==> src/pcm_slot_defines.svh <==
// Constants for the PCM slot and control port block.
`ifndef PCM_SLOT_DEFINES_SVH
`define PCM_SLOT_DEFINES_SVH

`define CTL_PWR_BIT 7
`define CTL_ADDR_HI 5
`define CTL_ADDR_LO 3
`define CTL_RD_BIT 2
`define CTL_TWO_BYTE_BIT 1
`define CTL_LAST_BIT 3'h7
`define ADDR_LATCH_VAL 3'h1
`define ADDR_LATCH_DIR 3'h2
`define LATCH_FIELD_HI 7
`define LATCH_FIELD_LO 4
`define LATCH_COUNT 4
`define LATCH_DIR_RST 4'h0
`define LATCH_VAL_RST 4'h0
`define PWR_DOWN_RST 1'b1
`define SLOT_CNT_W 10
`define SLOT_CNT_MAX 10'h3ff
`define SLOT_NUM_W 6
`define SLOT_LAST_BIT 3'h7
`define SYNC_W 11
`define SYNC_RST 11'h020

`endif

==> src/pcm_slot_pkg.sv <==
// Types for the PCM slot and control port block.
`default_nettype none
package pcm_slot_pkg;

    typedef enum logic [3:0] {
        CTL_CMD   = 4'b0001,
        CTL_WRITE = 4'b0010,
        CTL_READ  = 4'b0100,
        CTL_DONE  = 4'b1000
    } ctl_phase_t;

    typedef struct packed {
        logic bclk_prev;
        logic control_clock_prev;
        logic tx_fs_rise_prev;
        logic tx_fs_fall_prev;
        logic tx_pend;
        logic [9:0] tx_cnt;
        logic [7:0] tx_byte;
        logic tx_out;
        logic tx_oe;
        logic tx_taken;
        logic rx_fs_rise_prev;
        logic rx_fs_fall_prev;
        logic rx_pend;
        logic [9:0] rx_cnt;
        logic [7:0] rx_shift;
        logic [7:0] rx_data;
        logic rx_valid;
        ctl_phase_t ctl_phase;
        logic [2:0] ctl_bits;
        logic [7:0] ctl_cmd;
        logic [7:0] ctl_shift;
        logic ctl_oe;
        logic power_down;
        logic [3:0] latch_dir;
        logic [3:0] latch_val;
        logic wr_pulse;
        logic [2:0] wr_addr;
        logic [7:0] wr_data;
    } state_t;

endpackage
`default_nettype wire

==> src/pin_sync.sv <==
// Three-stage input synchroniser that updates once the last two stages agree.
`default_nettype none
module pin_sync #(
    parameter int WIDTH = 1,
    parameter logic [WIDTH-1:0] RST_VAL = '0
) (
    // Clock and reset.
    input wire logic sys_clk_i,
    input wire logic rst_n_i,
    // Asynchronous inputs and their settled copies.
    input wire logic [WIDTH-1:0] async_i,
    output logic [WIDTH-1:0] sync_o
);

    logic [WIDTH-1:0] ff1;
    logic [WIDTH-1:0] ff2;
    logic [WIDTH-1:0] ff3;

    if (WIDTH < 1)
    begin : g_bad_width
        $error("pin_sync needs WIDTH of at least 1.");
    end

    always_ff @(posedge sys_clk_i or negedge rst_n_i)
    begin
        if (!rst_n_i)
        begin
            ff1 <= RST_VAL;
            ff2 <= RST_VAL;
            ff3 <= RST_VAL;
            sync_o <= RST_VAL;
        end
        else
        begin
            ff1 <= async_i;
            ff2 <= ff1;
            ff3 <= ff2;
            for (int i = 0; i < WIDTH; i++)
            begin
                if (ff2[i] == ff3[i])
                begin
                    sync_o[i] <= ff3[i];
                end
            end
        end
    end

endmodule // pin_sync
`default_nettype wire

==> src/pcm_slot_and_control_port.sv <==
// PCM time-slot shifter with serial control port and interface latches.
`include "pcm_slot_defines.svh"
`default_nettype none
// Behaviour
// [RL1] Transmit sync marks slot or frame start.
// [RL2] Receive sync marks slot or frame start.
// [RL3] Host supplies bit clock, 64 kHz-4.096 MHz.
// [RL4] Host supplies master clock at listed rates.
// [RL5] Transmit output floats outside assigned slot.
// [RL6] Transmit bits change on rising bit clock.
// [RL7] Slot strobe pulls low during transmit slot.
// [RL8] Receive samples falling edges, own slot only.
// [RL9] Control clock shifts only with select low.
// [RL10] First control byte is always a write.
// [RL11] First byte bit 2 selects read-back.
// [RL12] Control output drives while select low; code drives it only after a read command byte, until select rises.
// [RL13] Direction register sets each latch pin direction.
// [RL14] Input latches captured on each control write.
// [RL15] Output latches drive last written value.
// [RL16] Bit 7 shifts first on control lines.
// [RL17] First byte bit 7 selects power-down.
// [RL18] Power-down floats transmit output, control works.
// [RL19] Each slot carries exactly eight bits.
// [RL20] Control writes cross safely into core clock.
module pcm_slot_and_control_port (
    // Clock and reset.
    input wire logic sys_clk_i,
    input wire logic rst_n_i,
    // Timing configuration.
    input wire logic delayed_timing_i,
    input wire logic [`SLOT_NUM_W-1:0] tx_slot_i,
    input wire logic [`SLOT_NUM_W-1:0] rx_slot_i,
    // PCM bus pins.
    input wire logic bit_clock_i,
    input wire logic transmit_frame_sync_i,
    input wire logic receive_frame_sync_i,
    input wire logic receive_pcm_in_i,
    output logic transmit_pcm_out_o,
    output logic transmit_pcm_out_oe_o,
    output logic transmit_slot_strobe_n_o,
    output logic transmit_slot_strobe_n_oe_o,
    // Sample side.
    input wire logic [7:0] tx_sample_i,
    output logic tx_sample_taken_o,
    output logic [7:0] rx_sample_o,
    output logic rx_sample_valid_o,
    // Serial control pins.
    input wire logic control_clock_i,
    input wire logic chip_select_n_i,
    input wire logic control_serial_in_i,
    output logic control_serial_out_o,
    output logic control_serial_out_oe_o,
    // Other control registers, held outside, and the power-down flag.
    input wire logic [7:0] ctl_read_data_i,
    output logic ctl_write_o,
    output logic [2:0] ctl_write_addr_o,
    output logic [7:0] ctl_write_data_o,
    output logic power_down_o,
    // Interface latch pins.
    input wire logic [`LATCH_COUNT-1:0] interface_latch_pins_i,
    output logic [`LATCH_COUNT-1:0] interface_latch_pins_o,
    output logic [`LATCH_COUNT-1:0] interface_latch_pins_oe_o
);

    pcm_slot_pkg::state_t s;
    pcm_slot_pkg::state_t next_s;
    logic [`SYNC_W-1:0] pins;
    logic bclk;
    logic transmit_frame_sync;
    logic receive_frame_sync;
    logic dr;
    logic control_clock;
    logic cs_n;
    logic ci;
    logic [`LATCH_COUNT-1:0] latch_in;

    // Synchronising the control clock brings every write into the core clock.
    // [RL20] Control clock crossing.
    pin_sync #(
        .WIDTH(`SYNC_W),
        .RST_VAL(`SYNC_RST)
    ) u_sync (
        .sys_clk_i(sys_clk_i),
        .rst_n_i(rst_n_i),
        .async_i({interface_latch_pins_i, control_serial_in_i, chip_select_n_i, control_clock_i,
                  receive_pcm_in_i, receive_frame_sync_i, transmit_frame_sync_i, bit_clock_i}),
        .sync_o(pins)
    );

    assign bclk = pins[0];
    assign transmit_frame_sync = pins[1];
    assign receive_frame_sync = pins[2];
    assign dr = pins[3];
    assign control_clock = pins[4];
    assign cs_n = pins[5];
    assign ci = pins[6];
    assign latch_in = pins[10:7];

    always_comb
    begin
        logic bclk_rise;
        logic bclk_fall;
        logic control_clock_fall;
        logic tx_start;
        logic rx_start;
        logic tx_act;
        logic rx_act;
        logic [`SLOT_NUM_W-1:0] tx_sel;
        logic [`SLOT_NUM_W-1:0] rx_sel;
        logic [7:0] sh;
        logic [3:0] captured;
        logic [7:0] rd;
        bclk_rise = bclk && !s.bclk_prev;
        bclk_fall = !bclk && s.bclk_prev;
        control_clock_fall = !control_clock && s.control_clock_prev;
        tx_start = 1'b0;
        rx_start = 1'b0;
        tx_act = 1'b0;
        rx_act = 1'b0;
        tx_sel = delayed_timing_i ? tx_slot_i : '0;
        rx_sel = delayed_timing_i ? rx_slot_i : '0;
        sh = {s.ctl_shift[6:0], ci};
        captured = s.latch_val;
        rd = 8'h00;
        next_s = s;
        next_s.bclk_prev = bclk;
        next_s.control_clock_prev = control_clock;
        next_s.tx_taken = 1'b0;
        next_s.rx_valid = 1'b0;
        next_s.wr_pulse = 1'b0;

        // Delayed timing: sync high at a falling edge, after low at the one before, arms the next rising edge.
        if (bclk_fall)
        begin
            next_s.tx_fs_fall_prev = transmit_frame_sync;
            next_s.rx_fs_fall_prev = receive_frame_sync;
            if (transmit_frame_sync && !s.tx_fs_fall_prev)
            begin
                next_s.tx_pend = 1'b1;
            end
            if (receive_frame_sync && !s.rx_fs_fall_prev)
            begin
                next_s.rx_pend = 1'b1;
            end
        end

        if (bclk_rise)
        begin
            // [RL1] Transmit frame start.
            tx_start = delayed_timing_i ? s.tx_pend : (transmit_frame_sync && !s.tx_fs_rise_prev);
            // [RL2] Receive frame start.
            rx_start = delayed_timing_i ? s.rx_pend : (receive_frame_sync && !s.rx_fs_rise_prev);
            next_s.tx_fs_rise_prev = transmit_frame_sync;
            next_s.rx_fs_rise_prev = receive_frame_sync;
            next_s.tx_pend = 1'b0;
            next_s.rx_pend = 1'b0;
            next_s.tx_cnt = tx_start ? '0 :
                (s.tx_cnt == `SLOT_CNT_MAX) ? `SLOT_CNT_MAX : `SLOT_CNT_W'(s.tx_cnt + 1'b1);
            next_s.rx_cnt = rx_start ? '0 :
                (s.rx_cnt == `SLOT_CNT_MAX) ? `SLOT_CNT_MAX : `SLOT_CNT_W'(s.rx_cnt + 1'b1);
            // [RL19] Eight bits per slot.
            tx_act = next_s.tx_cnt[9:3] == {1'b0, tx_sel};
            // [RL6] Shift out on rise.
            if (tx_act && next_s.tx_cnt[2:0] == 3'h0)
            begin
                next_s.tx_byte = tx_sample_i;
                next_s.tx_taken = 1'b1;
                next_s.tx_out = tx_sample_i[7];
            end
            else if (tx_act)
            begin
                next_s.tx_out = s.tx_byte[3'(`SLOT_LAST_BIT - next_s.tx_cnt[2:0])];
            end
            // [RL5] Drive only in slot.
            // [RL18] Float when powered down.
            next_s.tx_oe = tx_act && !s.power_down;
        end

        // [RL8] Sample own slot on fall.
        if (bclk_fall)
        begin
            rx_act = s.rx_cnt[9:3] == {1'b0, rx_sel};
            if (rx_act)
            begin
                next_s.rx_shift = {s.rx_shift[6:0], dr};
                if (s.rx_cnt[2:0] == `SLOT_LAST_BIT)
                begin
                    next_s.rx_data = {s.rx_shift[6:0], dr};
                    next_s.rx_valid = 1'b1;
                end
            end
        end

        if (s.power_down)
        begin
            next_s.tx_oe = 1'b0;
        end

        // [RL9] Shift only with select low.
        if (cs_n)
        begin
            next_s.ctl_phase = pcm_slot_pkg::CTL_CMD;
            next_s.ctl_bits = 3'h0;
            next_s.ctl_oe = 1'b0;
        end
        else if (control_clock_fall)
        begin
            next_s.ctl_bits = 3'(s.ctl_bits + 1'b1);
            unique case (s.ctl_phase)
                pcm_slot_pkg::CTL_CMD:
                begin
                    // [RL16] Most significant bit first.
                    next_s.ctl_shift = sh;
                    // [RL10] First byte is written.
                    if (s.ctl_bits == `CTL_LAST_BIT)
                    begin
                        next_s.ctl_cmd = sh;
                        // [RL17] Power control flag.
                        next_s.power_down = sh[`CTL_PWR_BIT];
                        // [RL14] Capture input latches.
                        for (int i = 0; i < `LATCH_COUNT; i++)
                        begin
                            captured[i] = s.latch_dir[i] ? s.latch_val[i] : latch_in[i];
                        end
                        next_s.latch_val = captured;
                        if (sh[`CTL_ADDR_HI:`CTL_ADDR_LO] == `ADDR_LATCH_VAL)
                        begin
                            rd[`LATCH_FIELD_HI:`LATCH_FIELD_LO] = captured;
                        end
                        else if (sh[`CTL_ADDR_HI:`CTL_ADDR_LO] == `ADDR_LATCH_DIR)
                        begin
                            rd[`LATCH_FIELD_HI:`LATCH_FIELD_LO] = s.latch_dir;
                        end
                        else
                        begin
                            rd = ctl_read_data_i;
                        end
                        // [RL11] Bit 2 picks direction.
                        if (!sh[`CTL_TWO_BYTE_BIT])
                        begin
                            next_s.ctl_phase = pcm_slot_pkg::CTL_DONE;
                        end
                        else if (sh[`CTL_RD_BIT])
                        begin
                            next_s.ctl_phase = pcm_slot_pkg::CTL_READ;
                            next_s.ctl_shift = rd;
                            next_s.ctl_oe = 1'b1;
                        end
                        else
                        begin
                            next_s.ctl_phase = pcm_slot_pkg::CTL_WRITE;
                        end
                    end
                end
                pcm_slot_pkg::CTL_WRITE:
                begin
                    next_s.ctl_shift = sh;
                    if (s.ctl_bits == `CTL_LAST_BIT)
                    begin
                        next_s.ctl_phase = pcm_slot_pkg::CTL_DONE;
                        // [RL15] Store output latch data.
                        if (s.ctl_cmd[`CTL_ADDR_HI:`CTL_ADDR_LO] == `ADDR_LATCH_VAL)
                        begin
                            next_s.latch_val = sh[`LATCH_FIELD_HI:`LATCH_FIELD_LO];
                        end
                        // [RL13] Store latch directions.
                        else if (s.ctl_cmd[`CTL_ADDR_HI:`CTL_ADDR_LO] == `ADDR_LATCH_DIR)
                        begin
                            next_s.latch_dir = sh[`LATCH_FIELD_HI:`LATCH_FIELD_LO];
                        end
                        else
                        begin
                            next_s.wr_pulse = 1'b1;
                            next_s.wr_addr = s.ctl_cmd[`CTL_ADDR_HI:`CTL_ADDR_LO];
                            next_s.wr_data = sh;
                        end
                    end
                end
                pcm_slot_pkg::CTL_READ:
                begin
                    // [RL12] Shift read data out.
                    next_s.ctl_shift = {s.ctl_shift[6:0], 1'b0};
                    if (s.ctl_bits == `CTL_LAST_BIT)
                    begin
                        next_s.ctl_phase = pcm_slot_pkg::CTL_DONE;
                    end
                end
                pcm_slot_pkg::CTL_DONE:
                begin
                    next_s.ctl_bits = 3'h0;
                end
                default:
                begin
                    next_s.ctl_phase = pcm_slot_pkg::CTL_DONE;
                end
            endcase
        end
    end

    always_ff @(posedge sys_clk_i or negedge rst_n_i)
    begin
        if (!rst_n_i)
        begin
            s <= '0;
            s.tx_cnt <= `SLOT_CNT_MAX;
            s.rx_cnt <= `SLOT_CNT_MAX;
            s.ctl_phase <= pcm_slot_pkg::CTL_CMD;
            s.power_down <= `PWR_DOWN_RST;
            s.latch_dir <= `LATCH_DIR_RST;
            s.latch_val <= `LATCH_VAL_RST;
        end
        else
        begin
            s <= next_s;
        end
    end

    assign transmit_pcm_out_o = s.tx_out;
    assign transmit_pcm_out_oe_o = s.tx_oe;
    // [RL7] Strobe low in slot.
    assign transmit_slot_strobe_n_o = 1'b0;
    assign transmit_slot_strobe_n_oe_o = s.tx_oe;
    assign tx_sample_taken_o = s.tx_taken;
    assign rx_sample_o = s.rx_data;
    assign rx_sample_valid_o = s.rx_valid;
    assign control_serial_out_o = s.ctl_shift[7];
    assign control_serial_out_oe_o = s.ctl_oe;
    assign ctl_write_o = s.wr_pulse;
    assign ctl_write_addr_o = s.wr_addr;
    assign ctl_write_data_o = s.wr_data;
    assign power_down_o = s.power_down;
    // [RL13] Direction drives enables.
    assign interface_latch_pins_o = s.latch_val;
    assign interface_latch_pins_oe_o = s.latch_dir;

endmodule // pcm_slot_and_control_port
`default_nettype wire

==> config.mk <==
export PLATFORM = sky130hd
export DESIGN_NAME = pcm_slot_and_control_port
export DESIGN_NICKNAME = d
export VERILOG_FILES = /design/src/pcm_slot_pkg.sv /design/src/pin_sync.sv /design/src/pcm_slot_and_control_port.sv
export VERILOG_INCLUDE_DIRS = /design/src /design/src/src
export SDC_FILE = /design/constraint.sdc
export NUM_CORES = 1
export LEC_CHECK = 0
export BUFFER_PORTS_ARGS = -buffer_cell sky130_fd_sc_hd__buf_4
export CAP_MARGIN = 10
export CORE_UTILIZATION = 55
export CTS_BUF_LIST = sky130_fd_sc_hd__clkbuf_4
export CTS_CLUSTER_SIZE = 40
export DETAILED_ROUTE_END_ITERATION = 6
export GPL_ROUTABILITY_DRIVEN = 0
export PLACE_DENSITY = 0.75
export SETUP_SLACK_MARGIN = 0.1
export SLEW_MARGIN = 20
export SYNTH_ARGS = -nofsm -noshare
export SYNTH_HDL_FRONTEND = slang
export SYNTH_HIERARCHICAL = 1
export SYNTH_SLANG_ARGS = --single-unit
export TNS_END_PERCENT = 5
==> constraint.sdc <==
create_clock -name sys_clk_i -period 4.1 [get_ports sys_clk_i]
set_clock_uncertainty 0.2 [all_clocks]
set_input_delay 0 -clock sys_clk_i [delete_from_list [all_inputs] [get_ports sys_clk_i]]
set_output_delay 0 -clock sys_clk_i [all_outputs]
set_load 0.03 [all_outputs]
==> reports/qor.yml <==
final_layout:
  n_antenna_cell: 0
  drive_above_1_share_pct: 28.47
  layout.nets: 742
  post-route-util_pct: 68.03
  fill_cells: 840
  area_growth_pct: 19.90
  design_area_um2: 7801
routing:
  wl_met1_um: 5857
  drtAntennaViolNets: 0
  firstDrtPassIters: 7
  dr_wl_met2_um: 6536
  wl_met3_um: 771
  wl_um: 13410
  vias_per_cell: 5.740
  wl_per_cell_um: 15.79
  drc: 0
  routed.top_layer: "met4"
  first_iter_violations: 345
  num_vias: 4873
placement:
  place_area_um2: 6952
  io_buffers: 77
  dp.final_hpwl_um: 8662
clock_network:
  h-tree-depth: 4
  cts_buffers: 17
  clock_latency_ns: 0.55
  clock_path_buffers: 2
  post_cts_buffers: 0
  cts_tree: "built"
  clkSinkCount: 139
  clockRootBuffer: "clkbuf_4"
  clk_pin_slew_ns: 0.12
worst_setup_path:
  cp_max_fo: 13
  critPathRequiredTime_ns: 4.33
  crit_type: "flop to flop"
  arrival_ns: 4.09
  cp-start-kind: "flop"
  end_kind: "flop"
timing:
  hold_ws_ns: 0.05458
  final_max_slew_viol_count: 0
  worstMarginPinSlew_ns: 0.6303
  relSlewSlack_pct: 57.95
  setup_tns_ns: 0
  period_share_pct: 93.94
  period_needed_ns: 3.852
  max_freq_ghz: 0.2596
  setup_viol_count_final: 0
  finalHoldViolCount: 0
  rsz0062_at_grt: "no"
power_and_ir_drop:
  vdd_drop_max_mv: 0.4526
  cellLeakagePower_nw: 3.567
  powerDensity_nw_per_um2: 444.1
floorplan:
  initial_utilization_pct: 56.74
  die_w_um: 110.8
  ios: 79
  die_h_um: 110.8
  die-area_um2: 12270
  core_um2: 11470
  placementRows: 39
logic_synthesis:
  async_flop_share_pct: 100.0
  synth_edf_count: 0
  synth_cells: 594
  seq_area_frac_synth_pct: 53.96
  yosys_warnings: 6
  synth_top_family_by_area: "compound AO/OA/AOI/OAI gates"
  syn_area_um2: 6506
  synth-seq-cells: 139
  yosysUniqueCellTypes: 65
  muxShareOfSynthArea_pct: 8.827
  synth_fp_nets: 643
  synth_compound_area_share_pct: 14.71
  synth_xor_xnor_area_share_pct: 0.9423
  syn_area_per_cell_um2: 10.95
  yosys.area_share.simple_pct: 11.21
  yosys.area_share.adder_pct: 3.250
  synth_ff_type: "dfrtp_1"
hold_path:
  min_path_type: "input pin to flop"
global_route:
  grt-ovfl-total: 0
  first_global_vias: 4838
  grt_max_degree: 87
  grt_pass1_wl_um: 22740
  antenna_found_initial: 0
  grt_usage_pct: 23.22
flow_run:
  drv_cap: 0
status:
  status: "finished, final reports clean"
logic make-up (layout without fill, tap and decap cells):
logic type                 Yosys count  in the layout
buffers and inverters               86            198
DFF                                139            139
and+or+nand+nor                    137            137
AOI/OAI and AO/OA                  154            154
muxes                               52             52
xor gates and xnor gates             7              7
other                                1              1
adders and majority gates           18             18
critical path, cell delays in order (launching register included):
cell	delay (ns)
dfstp_2	0.66
ha_1	0.37
nand4_4	0.22
o32a_1	0.40
o21ai_0	0.15
a31oi_1	0.13
nor4_2	0.44
nand4_4	0.26
mux2_2	0.34
dlygate4sd3_1	0.56
flip-flops by register name, indices dropped and copies added, names as in the netlist, 8 cells and up:
name,flops
ctl_write_data_o,8
s,60
u_sync/ff2,11
u_sync/sync_o,11
rx_sample_o,8
u_sync/ff3,11
u_sync/ff1,11
Yosys cell counts (all sizes together) (5+ instances only):
cell | count | share of area [%]
inv | 30 | 1.7
mux2 | 43 | 7.4
nor2b | 5 | 0.48
mux2i | 9 | 1.4
a211oi | 5 | 0.58
and3 | 10 | 0.96
nor3 | 8 | 0.69
a22o | 5 | 0.67
clkbuf | 21 | 1.2
a31oi | 9 | 0.87
nor2 | 31 | 1.8
o22a | 5 | 0.67
dfstp | 26 | 11
nand2 | 34 | 2.1
ha | 7 | 1.3
a21oi | 46 | 3.5
maj3 | 11 | 1.9
nand3 | 14 | 1.1
or3 | 5 | 0.48
nand2b | 11 | 1.1
o22ai | 10 | 0.96
dfrtp | 113 | 43
o21ai | 39 | 3.0
buf | 35 | 4.1
nand4 | 5 | 0.81
metrics by stage:
| stage | total power, mW | worst slack, ns | instances |
|---|---|---|---|
| final | 3.464 | 0.2483 | 849 |
| after global routing | 3.672 | 0.08606 | 849 |
| after CTS | 3.471 | 0.3227 | 849 |
| after detailed placement | 2.528 | 0.8999 | 762 |
| after global placement | 2.494 | 0.9626 | 762 |
| after floorplan | 2.300 | 1.275 | 594 |
layer usage:
layer | track usage [%] | up-vias
met3 | 7.600 | 35
met4 | 7.644 | 0
met2 | 36.48 | 172
met1 | 30.52 | 2364
met5 | 0 | -
li1 | - | 2302
layout make-up:
class,count,area [µm²],share of cell area [%]
Tap cell,143,178.9,2.294
Sequential cell,139,3511,45.00
Inverter,30,112.6,1.443
Multi-Input combinational cell,369,2550,32.69
Timing Repair Buffer,136,1180,15.12
Clock buffer,19,142.6,1.828
Clock inverter,13,126.4,1.620
worst paths after layout:
path	start	to	cells after the start	slack, ns
min in group asynchronous	rst_n_i	s[95]	3	0.40
worst max-delay path	s[86]	s[82]	9	0.25
max in group asynchronous	rst_n_i	s[71]	4	2.79
worst max register to register	s[86]	s[82]	9	0.25
worst min-delay path	rx_slot_i[4]	s[59]	5	0.05
worst min register to register	u_sync/ff1[1]	u_sync/ff2[1]	0	0.16
report_power, final:
group / switching [mW] / internal (mW)
clock: 0.484 / 0.368
combinational: 0.425 / 0.393
sequential: 0.205 / 1.59
repair_timing:
| item | 4_1_cts | 5_1_grt |
|---|---|---|
| setup endpoints to repair | 0 | 8 |
| hold endpoints to repair | 145 | 0 |
| resized for setup | 0 | 1 |
| hold buffers | 55 | 0 |
placed cells by master, fill, tap and decap left out, types with 11 or more instances in the layout:
cell / count
clkbuf_4: 19
inv_1: 30
mux2_2: 43
dlygate4sd3_1: 54
dfrtp_1: 113
nand2b_1: 11
a21oi_1: 46
buf_4: 80
nand2_1: 33
nor2_1: 31
nand3_1: 14
dfstp_2: 26
maj3_2: 11
o21ai_0: 39
Note: power is estimated with default switching activity, not from simulation.
